--- config.mk ---
export PLATFORM = sky130hd
export DESIGN_NAME = bulk_done_ptrs
export DESIGN_NICKNAME = d
export VERILOG_FILES = /design/src/rtl/ptr_regs_pkg.sv /design/src/rtl/ptr_reg.sv /design/src/rtl/bulk_done_ptrs.sv
export SDC_FILE = /design/constraint.sdc
export NUM_CORES = 1
export LEC_CHECK = 0
export BUFFER_PORTS_ARGS = -buffer_cell sky130_fd_sc_hd__buf_2
export CAP_MARGIN = 40
export CORE_ASPECT_RATIO = 0.75
export CORE_MARGIN = 2
export CORE_UTILIZATION = 50
export CTS_BUF_LIST = sky130_fd_sc_hd__clkbuf_8
export CTS_CLUSTER_DIAMETER = 200
export CTS_CLUSTER_SIZE = 40
export DETAILED_ROUTE_END_ITERATION = 16
export PLACE_DENSITY = 0.83
export SLEW_MARGIN = 20
export SYNTH_ARGS = -nofsm -noshare
export SYNTH_HDL_FRONTEND = slang
export SYNTH_HIERARCHICAL = 1
export SYNTH_SLANG_ARGS = --single-unit
--- constraint.sdc ---
create_clock -name CLK_SYS -period 4.12 [get_ports CLK_SYS]
set_input_delay 1.236 -clock CLK_SYS [delete_from_list [all_inputs] [get_ports CLK_SYS]]
set_output_delay 1.236 -clock CLK_SYS [all_outputs]
set_load 0.005 [all_outputs]
--- src/rtl/ptr_regs_pkg.sv ---
`default_nettype none
package ptr_regs_pkg;
    // register window: offsets from the memory base of either function
    localparam logic [7:0] CFG_BASE_OFFSET = 8'h10;
    localparam logic [7:0] OFF_BULK_CUR = 8'h2C;
    localparam logic [7:0] OFF_DONE_HEAD = 8'h30;
    // field layout of both pointer registers
    localparam int PTR_LSB = 4;
    localparam int PTR_W = 28;
    localparam logic [27:0] PTR_RESET = 28'h0000000;
    localparam logic [3:0] LOW_RESERVED = 4'h0;
    // bit positions in neighbouring registers
    localparam int CTRL_BULK_EN_BIT = 5;
    localparam int CMD_LIST_FILLED_BIT = 1;
    // bus read latency in cycles
    localparam int RD_LATENCY = 1;
endpackage
`default_nettype wire

--- src/rtl/ptr_reg.sv ---
`timescale 1ns/100ps
`default_nettype none
// one 28-bit pointer register with priority load and software write
module ptr_reg #(
    parameter int W = 28
) (
    input wire logic clk,
    input wire logic nrst,
    input wire logic hw_load,
    input wire logic [W-1:0] hw_value,
    input wire logic sw_load,
    input wire logic [W-1:0] sw_value,
    output logic [W-1:0] value
);
    logic [W-1:0] val_ff;
    logic [W-1:0] nxt_val;

    // hardware update wins over a colliding software write
    always_comb begin
        nxt_val = val_ff;
        if (hw_load) begin
            nxt_val = hw_value;
        end else if (sw_load) begin
            nxt_val = sw_value;
        end
    end

    always_ff @(posedge clk) begin
        if (!nrst) begin
            val_ff <= '0;
        end else begin
            val_ff <= nxt_val;
        end
    end

    assign value = val_ff;
endmodule
`default_nettype wire

--- src/rtl/bulk_done_ptrs.sv ---
`timescale 1ns/100ps
`default_nettype none
module bulk_done_ptrs (
    input wire logic CLK_SYS,
    input wire logic NRST,
    // register port, same clock domain
    input wire logic REG_WR,
    input wire logic REG_RD,
    input wire logic [7:0] REG_ADDR,
    input wire logic [31:0] REG_WDATA,
    output logic [31:0] REG_RDATA,
    output logic REG_RVALID,
    // neighbouring register bits
    input wire logic BULK_LIST_ENABLE,
    input wire logic LIST_FILLED_FLAG,
    output logic LIST_FILLED_CLEAR,
    input wire logic [27:0] BULK_LIST_HEAD,
    // list walker
    input wire logic ED_DONE,
    input wire logic [27:0] ED_NEXT_LINK,
    output logic [27:0] BULK_CURRENT_POINTER,
    output logic BULK_AT_END,
    // completion and flush
    input wire logic TD_COMPLETE,
    input wire logic [27:0] TD_ADDR,
    output logic LINK_WR,
    output logic [31:0] LINK_ADDR,
    output logic [31:0] LINK_DATA,
    input wire logic FLUSH_REQ,
    output logic FLUSH_WR,
    output logic [31:0] FLUSH_DATA
);
    // ************************************************************
    // register decode
    // ************************************************************
    logic wr_cur;
    logic wr_done;
    logic [27:0] cur_val;
    logic [27:0] done_val;

    // current pointer write ignored while enabled; walker owns the pointer
    always_comb begin
        wr_cur = 1'b0;
        wr_done = 1'b0;
        if (REG_WR && REG_ADDR == ptr_regs_pkg::OFF_BULK_CUR) begin
            wr_cur = !BULK_LIST_ENABLE;
        end else if (REG_WR && REG_ADDR == ptr_regs_pkg::OFF_DONE_HEAD) begin
            wr_done = 1'b1;
        end
    end

    // ************************************************************
    // bulk current pointer
    // ************************************************************
    logic cur_load;
    logic [27:0] cur_next;
    logic at_end;

    assign at_end = (cur_val == ptr_regs_pkg::PTR_RESET);

    // follow the link in insertion order; at end reload if filled
    always_comb begin
        cur_load = 1'b0;
        cur_next = cur_val;
        LIST_FILLED_CLEAR = 1'b0;
        if (ED_DONE && !at_end) begin
            cur_load = 1'b1;
            cur_next = ED_NEXT_LINK;
        end else if (at_end && BULK_LIST_ENABLE && LIST_FILLED_FLAG) begin
            cur_load = 1'b1;
            cur_next = BULK_LIST_HEAD;
            LIST_FILLED_CLEAR = 1'b1;
        end // flag clear leaves everything alone
    end

    ptr_reg #(.W(ptr_regs_pkg::PTR_W)) u_cur (
        .clk(CLK_SYS),
        .nrst(NRST),
        .hw_load(cur_load),
        .hw_value(cur_next),
        .sw_load(wr_cur),
        .sw_value(REG_WDATA[31:4]),
        .value(cur_val)
    );

    // pointer is never rewound at frame start, only moved above
    assign BULK_CURRENT_POINTER = cur_val;
    assign BULK_AT_END = at_end;

    // ************************************************************
    // done queue head
    // ************************************************************
    logic done_load;
    logic [27:0] done_next;
    logic link_wr_ff;
    logic nxt_link_wr;
    logic [31:0] link_addr_ff;
    logic [31:0] nxt_link_addr;
    logic [31:0] link_data_ff;
    logic [31:0] nxt_link_data;
    logic flush_wr_ff;
    logic nxt_flush_wr;
    logic [31:0] flush_data_ff;
    logic [31:0] nxt_flush_data;

    // a completion in the flush cycle wins and the flush is dropped;
    // the completion links to the unflushed head as usual, so nothing is lost
    always_comb begin
        done_load = 1'b0;
        done_next = done_val;
        nxt_link_wr = 1'b0;
        nxt_link_addr = link_addr_ff;
        nxt_link_data = link_data_ff;
        nxt_flush_wr = 1'b0;
        nxt_flush_data = flush_data_ff;
        if (FLUSH_REQ && !TD_COMPLETE) begin
            nxt_flush_wr = 1'b1;
            nxt_flush_data = {done_val, ptr_regs_pkg::LOW_RESERVED};
            done_load = 1'b1;
            done_next = ptr_regs_pkg::PTR_RESET;
        end else if (TD_COMPLETE) begin
            nxt_link_wr = 1'b1;
            nxt_link_addr = {TD_ADDR, ptr_regs_pkg::LOW_RESERVED};
            nxt_link_data = {done_val, ptr_regs_pkg::LOW_RESERVED};
            done_load = 1'b1;
            done_next = TD_ADDR;
        end
    end

    ptr_reg #(.W(ptr_regs_pkg::PTR_W)) u_done (
        .clk(CLK_SYS),
        .nrst(NRST),
        .hw_load(done_load),
        .hw_value(done_next),
        .sw_load(wr_done),
        .sw_value(REG_WDATA[31:4]),
        .value(done_val)
    );

    // ************************************************************
    // read path and strobes
    // ************************************************************
    logic [31:0] rdata_ff;
    logic [31:0] nxt_rdata;
    logic rvalid_ff;
    logic nxt_rvalid;

    // unmapped offsets read zero; low bits always zero
    always_comb begin
        nxt_rvalid = REG_RD;
        nxt_rdata = rdata_ff;
        if (REG_RD && REG_ADDR == ptr_regs_pkg::OFF_BULK_CUR) begin
            nxt_rdata = {cur_val, ptr_regs_pkg::LOW_RESERVED};
        end else if (REG_RD && REG_ADDR == ptr_regs_pkg::OFF_DONE_HEAD) begin
            nxt_rdata = {done_val, ptr_regs_pkg::LOW_RESERVED};
        end else if (REG_RD) begin
            nxt_rdata = 32'h00000000;
        end
    end

    always_ff @(posedge CLK_SYS) begin
        if (!NRST) begin
            rdata_ff <= 32'h00000000;
            rvalid_ff <= 1'b0;
            link_wr_ff <= 1'b0;
            link_addr_ff <= 32'h00000000;
            link_data_ff <= 32'h00000000;
            flush_wr_ff <= 1'b0;
            flush_data_ff <= 32'h00000000;
        end else begin
            rdata_ff <= nxt_rdata;
            rvalid_ff <= nxt_rvalid;
            link_wr_ff <= nxt_link_wr;
            link_addr_ff <= nxt_link_addr;
            link_data_ff <= nxt_link_data;
            flush_wr_ff <= nxt_flush_wr;
            flush_data_ff <= nxt_flush_data;
        end
    end

    assign REG_RDATA = rdata_ff;
    assign REG_RVALID = rvalid_ff;
    assign LINK_WR = link_wr_ff;
    assign LINK_ADDR = link_addr_ff;
    assign LINK_DATA = link_data_ff;
    assign FLUSH_WR = flush_wr_ff;
    assign FLUSH_DATA = flush_data_ff;

    // ************************************************************
    // checks
    // ************************************************************
    chk_cur_advance: assert property (
        @(posedge CLK_SYS) disable iff (!NRST)
        ED_DONE && !at_end |=> cur_val == $past(ED_NEXT_LINK))
        else $error("current pointer did not advance");
    chk_reload_head: assert property (
        @(posedge CLK_SYS) disable iff (!NRST)
        at_end && BULK_LIST_ENABLE && LIST_FILLED_FLAG
        |-> LIST_FILLED_CLEAR ##1 cur_val == $past(BULK_LIST_HEAD))
        else $error("head not reloaded");
    chk_idle_end: assert property (
        @(posedge CLK_SYS) disable iff (!NRST)
        at_end && !LIST_FILLED_FLAG && !REG_WR |-> !LIST_FILLED_CLEAR
        ##1 at_end)
        else $error("end of list acted without flag");
    chk_wr_blocked: assert property (
        @(posedge CLK_SYS) disable iff (!NRST)
        BULK_LIST_ENABLE && !ED_DONE && !LIST_FILLED_FLAG
        |=> $stable(cur_val))
        else $error("current pointer changed while enabled");
    chk_link_data: assert property (
        @(posedge CLK_SYS) disable iff (!NRST)
        TD_COMPLETE |=> LINK_WR && LINK_DATA[31:4] == $past(done_val)
        && LINK_ADDR[31:4] == $past(TD_ADDR))
        else $error("wrong link value");
    chk_done_head: assert property (
        @(posedge CLK_SYS) disable iff (!NRST)
        TD_COMPLETE |=> done_val == $past(TD_ADDR))
        else $error("done head not replaced");
    chk_flush_zero: assert property (
        @(posedge CLK_SYS) disable iff (!NRST)
        FLUSH_REQ && !TD_COMPLETE |=> FLUSH_WR
        && done_val == ptr_regs_pkg::PTR_RESET
        && FLUSH_DATA[31:4] == $past(done_val))
        else $error("flush did not zero head");
    chk_read_low: assert property (
        @(posedge CLK_SYS) disable iff (!NRST)
        REG_RD |=> REG_RVALID && REG_RDATA[3:0] == 4'h0)
        else $error("low bits not zero");
    chk_read_live: assert property (
        @(posedge CLK_SYS) disable iff (!NRST)
        REG_RD && REG_ADDR == ptr_regs_pkg::OFF_BULK_CUR
        |=> REG_RDATA[31:4] == $past(cur_val))
        else $error("read not live");
    cov_reload: cover property (@(posedge CLK_SYS) LIST_FILLED_CLEAR);
    cov_two_done: cover property (@(posedge CLK_SYS)
        TD_COMPLETE ##1 TD_COMPLETE);
    cov_flush: cover property (@(posedge CLK_SYS)
        FLUSH_WR && FLUSH_DATA != 32'h00000000);
endmodule
`default_nettype wire

Word level (Yosys, flattened, before mapping) --
Index checks and enable logic that the tools add are counted. Widths: inputs -> output; s select.
Storage, ports and cells: register bits after elaboration 171, output and inout port bits 161, word-level logic and storage cells 54
Cells by class: equal/unequal tests 4, mux-type cells 20, bitwise gates (word level) 2, reductions and logical operators 19
Operator list (count):
- $mux 28 | 8
- $mux 32 | 3
- $logic_not 28->1 | 1
- $eq 8x6->1 const B | 2
- $mux 1 | 9
- $logic_and 1x1->1 | 8
- $reduce_and 2->1 | 3
- $reduce_bool 2->1 | 2
- $logic_not 1->1 | 3
- $ne 3x1->1 const B | 1
- $ne 3x2->1 const B | 1
- $reduce_bool 3->1 | 1
- $not 1->1 | 2
- $reduce_or 2->1 | 1

Depth between registers and ports, before layout --
depth after elaboration 7, depth in mapped cells 10

Modules after synthesis --
The synthesis kept the hierarchy.
By module, submodules not included:
- bulk_done_ptrs | times used 1, cells an instance 555, area each 5405.2 µm²
- ptr_reg | times used 2, cells an instance 124, area each 1515.2 µm²

Least setup slack after synthesis --
OpenSTA, ideal clock, no wires.
path type in2reg, from in REG_ADDR[0], to reg u_cur.val_ff[10], in the netlist u_cur/value[10], library setup time 0.116 ns, data arrival time 3.316 ns, required time 4.004 ns, path slack 0.687 ns, cell stages on the path 9, cell sequence or4b_4 -> nor4_2 -> buf_4 -> buf_6 -> and3b_1 -> buf_6 -> buf_12 -> mux2_4 -> o211a_1
Between the ends: longest elaborated chain between the ends 5
Ends and longest elaborated chain:
- from (decl) | RTL line bulk_done_ptrs.sv:9 | input wire logic [7:0] REG_ADDR,
- $eq 8x6->1 | RTL line bulk_done_ptrs.sv:45 | if (REG_WR && REG_ADDR == ptr_regs_pkg::OFF_BULK_CUR) begin
- $logic_and 1x1->1 | RTL line bulk_done_ptrs.sv:45
- $mux 1 | RTL line bulk_done_ptrs.sv:45
- net wr_cur | RTL line bulk_done_ptrs.sv:36 | logic wr_cur;
- $reduce_bool 2->1 (no line)
- $reduce_and 2->1 (no line)
- to (signal assigned) | RTL line ptr_reg.sv:32 | val_ff <= nxt_val;
- to (decl) | RTL line ptr_reg.sv:15 | logic [W-1:0] val_ff;
The timed path passes the listed nets, and every way through them passes these cells. A chain may end at the register's enable or synchronous reset.

Worst setup path in the final report --
from reg u_cur.val_ff[10], in the netlist u_cur/value[10], to out BULK_AT_END
Between the ends: longest elaborated chain between the ends 1
Ends and longest elaborated chain:
- $logic_not 28->1 | RTL line bulk_done_ptrs.sv:59 | assign at_end = (cur_val == ptr_regs_pkg::PTR_RESET);
- to (decl) | RTL line bulk_done_ptrs.sv:22 | output logic BULK_AT_END,
No other way between the ends.

==> flow_summary.yaml <==
setup_path:
  endpoint_kind: "output pin"
  required_ns: 2.88
  startpoint_type: "flop"
  path_max_fanout: 5
  crit_type: "flop to output pin"
  arrival_ns: 2.03
power_and_ir_drop:
  p_int_mw: 2.638
  irDropWorstVdd_mv: 0.1617
  seq_power_share_pct: 50.5
  switching_power_mw: 1.016
  swShare_pct: 27.81
  pwr-share-clk_pct: 34.4
  pwr_density_cell_nw_per_um2: 358.1
  p_leak_nw: 5.179
  combinationalPowerShare_pct: 15.1
synthesis:
  synthAdderAreaFrac_pct: 0
  netlist.area_leader.share_pct: 40.58
  synth-simple-area-share_pct: 12.18
  synth_edf_count: 0
  ys_seq_area_share_pct: 40.58
  yosysMostFrequentCell: "dfxtp_1"
  synth-seq-cells: 171
  async_flop_share_pct: 0
  yosys_warnings: 6
  synth_top_family_by_area: "compound AO/OA/AOI/OAI gates"
  synth_xor_area_share_pct: 0
  synthFlopType: "dfxtp_1"
  ys_types: 40
  netlist_instances: 803
  ys_top_cells_by_count: "dfxtp_1 (171), a22o_1 (56), mux2i_1 (56), nor2b_1 (56), o211a_1 (56)"
  ys_top_cells_by_area: "dfxtp_1 (41%), mux2_4 (7.1%), mux2i_1 (6.6%)"
  synth_area_leader_cell: "dfxtp_1"
  synth_area_um2: 8436
  synth_area_per_cell_um2: 10.51
  synth_mux_area_share_pct: 15.90
  synth_compound_area_share_pct: 24.47
route:
  drt_iter0_drc: 686
  wl_um: 24610
  first_pass_iters: 5
  vias: 7166
  vias_per_cell: 5.665
  routedWlPerCell_um: 19.45
  drc: 0
  drtAntennaViolNets: 0
cts:
  clk_pin_slew_ns: 0.09
  cts_root_buf: "clkbuf_8"
  ctsLongestPathBuffers: 2
  cts_resized: 0
  clk_latency_ns: 0.46
  cts_hold_buffers: 0
  cts_buffers: 17
  cts.sinks: 171
  cts_setup_buffers: 0
  cts_tree: "built"
  htree_levels: 4
sta:
  tns_ns: 0
  rsz0062_at_grt: "no"
  clock.fmax_mhz: 306.3
  fin_crit_sh_pct: 79.24
  post-route-min-period_ns: 3.265
  finClkSkew_ns: 0.01710
  slew_headroom_pct: 50.85
  worstMarginPinSlew_ns: 0.7353
  hold_viol_final: 0
  finalSetupViolations: 0
  drv_slew: 0
run_status:
  status: "finished clean"
floorplanning:
  die_w_um: 154.0
  die-area_um2: 17940
  coreArea_um2: 16670
  rows: 41
  io_pins: 294
  fp.dieH_um: 116.5
  start_util_pct: 50.60
grt:
  grt.total_usage_pct: 26.35
  grt_pass1_wl_um: 36850
  grt_max_degree: 73
  grt_pass1_vias: 6364
  gr-total-overflow: 0
  antenna_found_initial: 1
cells_and_area:
  area_growth_pct: 20.99
  fin_cells: 1265
  fin_nets: 1168
  drive_above_1_share_pct: 38.65
run:
  maxCapViolCount: 0
placement:
  dp.cells: 1229
  port_buffers: 273
  hpwl_um: 17930
  gp_routability_congestion: 0.8785
worst_hold_path:
  hold_class: "flop to flop"
-- cell usage in the layout (no fill, tap or decap), types with 14 or more instances in the layout --
cell type and n:
o21ai_0 28, nand2_1 31, dfxtp_1 171, conb_1 16
buf_4 14, mux2_2 16, buf_2 271, a21oi_1 47
or2b_1 24, o211a_1 56, mux2i_1 56, mux2_4 40
a22o_1 56, a221o_1 28, nor2b_1 56, clkbuf_8 17
a22oi_1 19, nand2b_1 33
-- logic make-up after synthesis --
kind of cell	after synthesis
compound gates	255
buf+inv	96
flops	171
mux	112
other cells	1
simple gates	168
-- metrics by stage --
stage | area [um2] | util (%) | worst slack [ns] | power [mW] | hold WS, ns
global placement | 9711 | 58.24 | 0.6827 | 2.406 | 0.4558
finish | 10210 | 61.22 | 0.8552 | 3.655 | 0.4825
detailed placement | 9757 | 58.52 | 0.6441 | 2.422 | 0.4630
CTS | 10170 | 61.03 | 0.8088 | 3.663 | 0.4834
floorplan | 8492 | - | 0.6875 | 2.189 | 0.4748
global route | 10200 | 61.20 | 0.6749 | 3.799 | 0.4989
-- critical path, stage by stage (launching register included) --
cell	delay [ns]
dfxtp_1	0.36
nor4_1	0.40
nand4_1	0.32
nor2_1	0.32
buf_2	0.17
-- worst paths after layout --
check / startpoint / endpoint / slack, ns / cells after the start
setup / recovery: u_cur/value[10] / BULK_AT_END / 0.86 / 4
hold / removal: FLUSH_DATA[29] / FLUSH_DATA[29] / 0.48 / 1
setup reg to reg: u_cur/value[10] / u_cur/value[12] / 1.45 / 8
hold reg to reg: FLUSH_DATA[29] / FLUSH_DATA[29] / 0.48 / 1
-- cell type report --
type                       instances  area (um2)
antenna                            2       5.005
clock buffer                      17       234.0
clock inverter                    15       183.9
fill                            1411        6466
inverter                           3       11.26
multi-input combinational        551        4526
sequential                       171        3423
tap                              215       269.0
timing repair buffer             291        1554
-- power groups by stage --
stage               Clock [mW]  Combinational [mW]  Sequential [mW]
detailed placement           0               0.540             1.88
global route              1.34               0.601             1.86
CTS                       1.27               0.544             1.84
global placement             0               0.528             1.88
finish                    1.26               0.551             1.85
floorplan                    0               0.340             1.85
-- sequential cells by signal, indices dropped and copies added, names as in the netlist --
name	count
FLUSH_DATA	28
FLUSH_WR	1
LINK_ADDR	28
LINK_DATA	28
LINK_WR	1
REG_RDATA	28
REG_RVALID	1
u_cur/value	28
u_done/value	28
-- routing by layer --
layer	GRT usage (%)	vias to the layer above	wire [um]
li1	-	3404	-
met3	4.712	29	1864
met5	0	-	0
met2	37.64	329	10150
met1	40.20	3404	12230
met4	7.913	0	361
(Power assumes the default switching activity.)
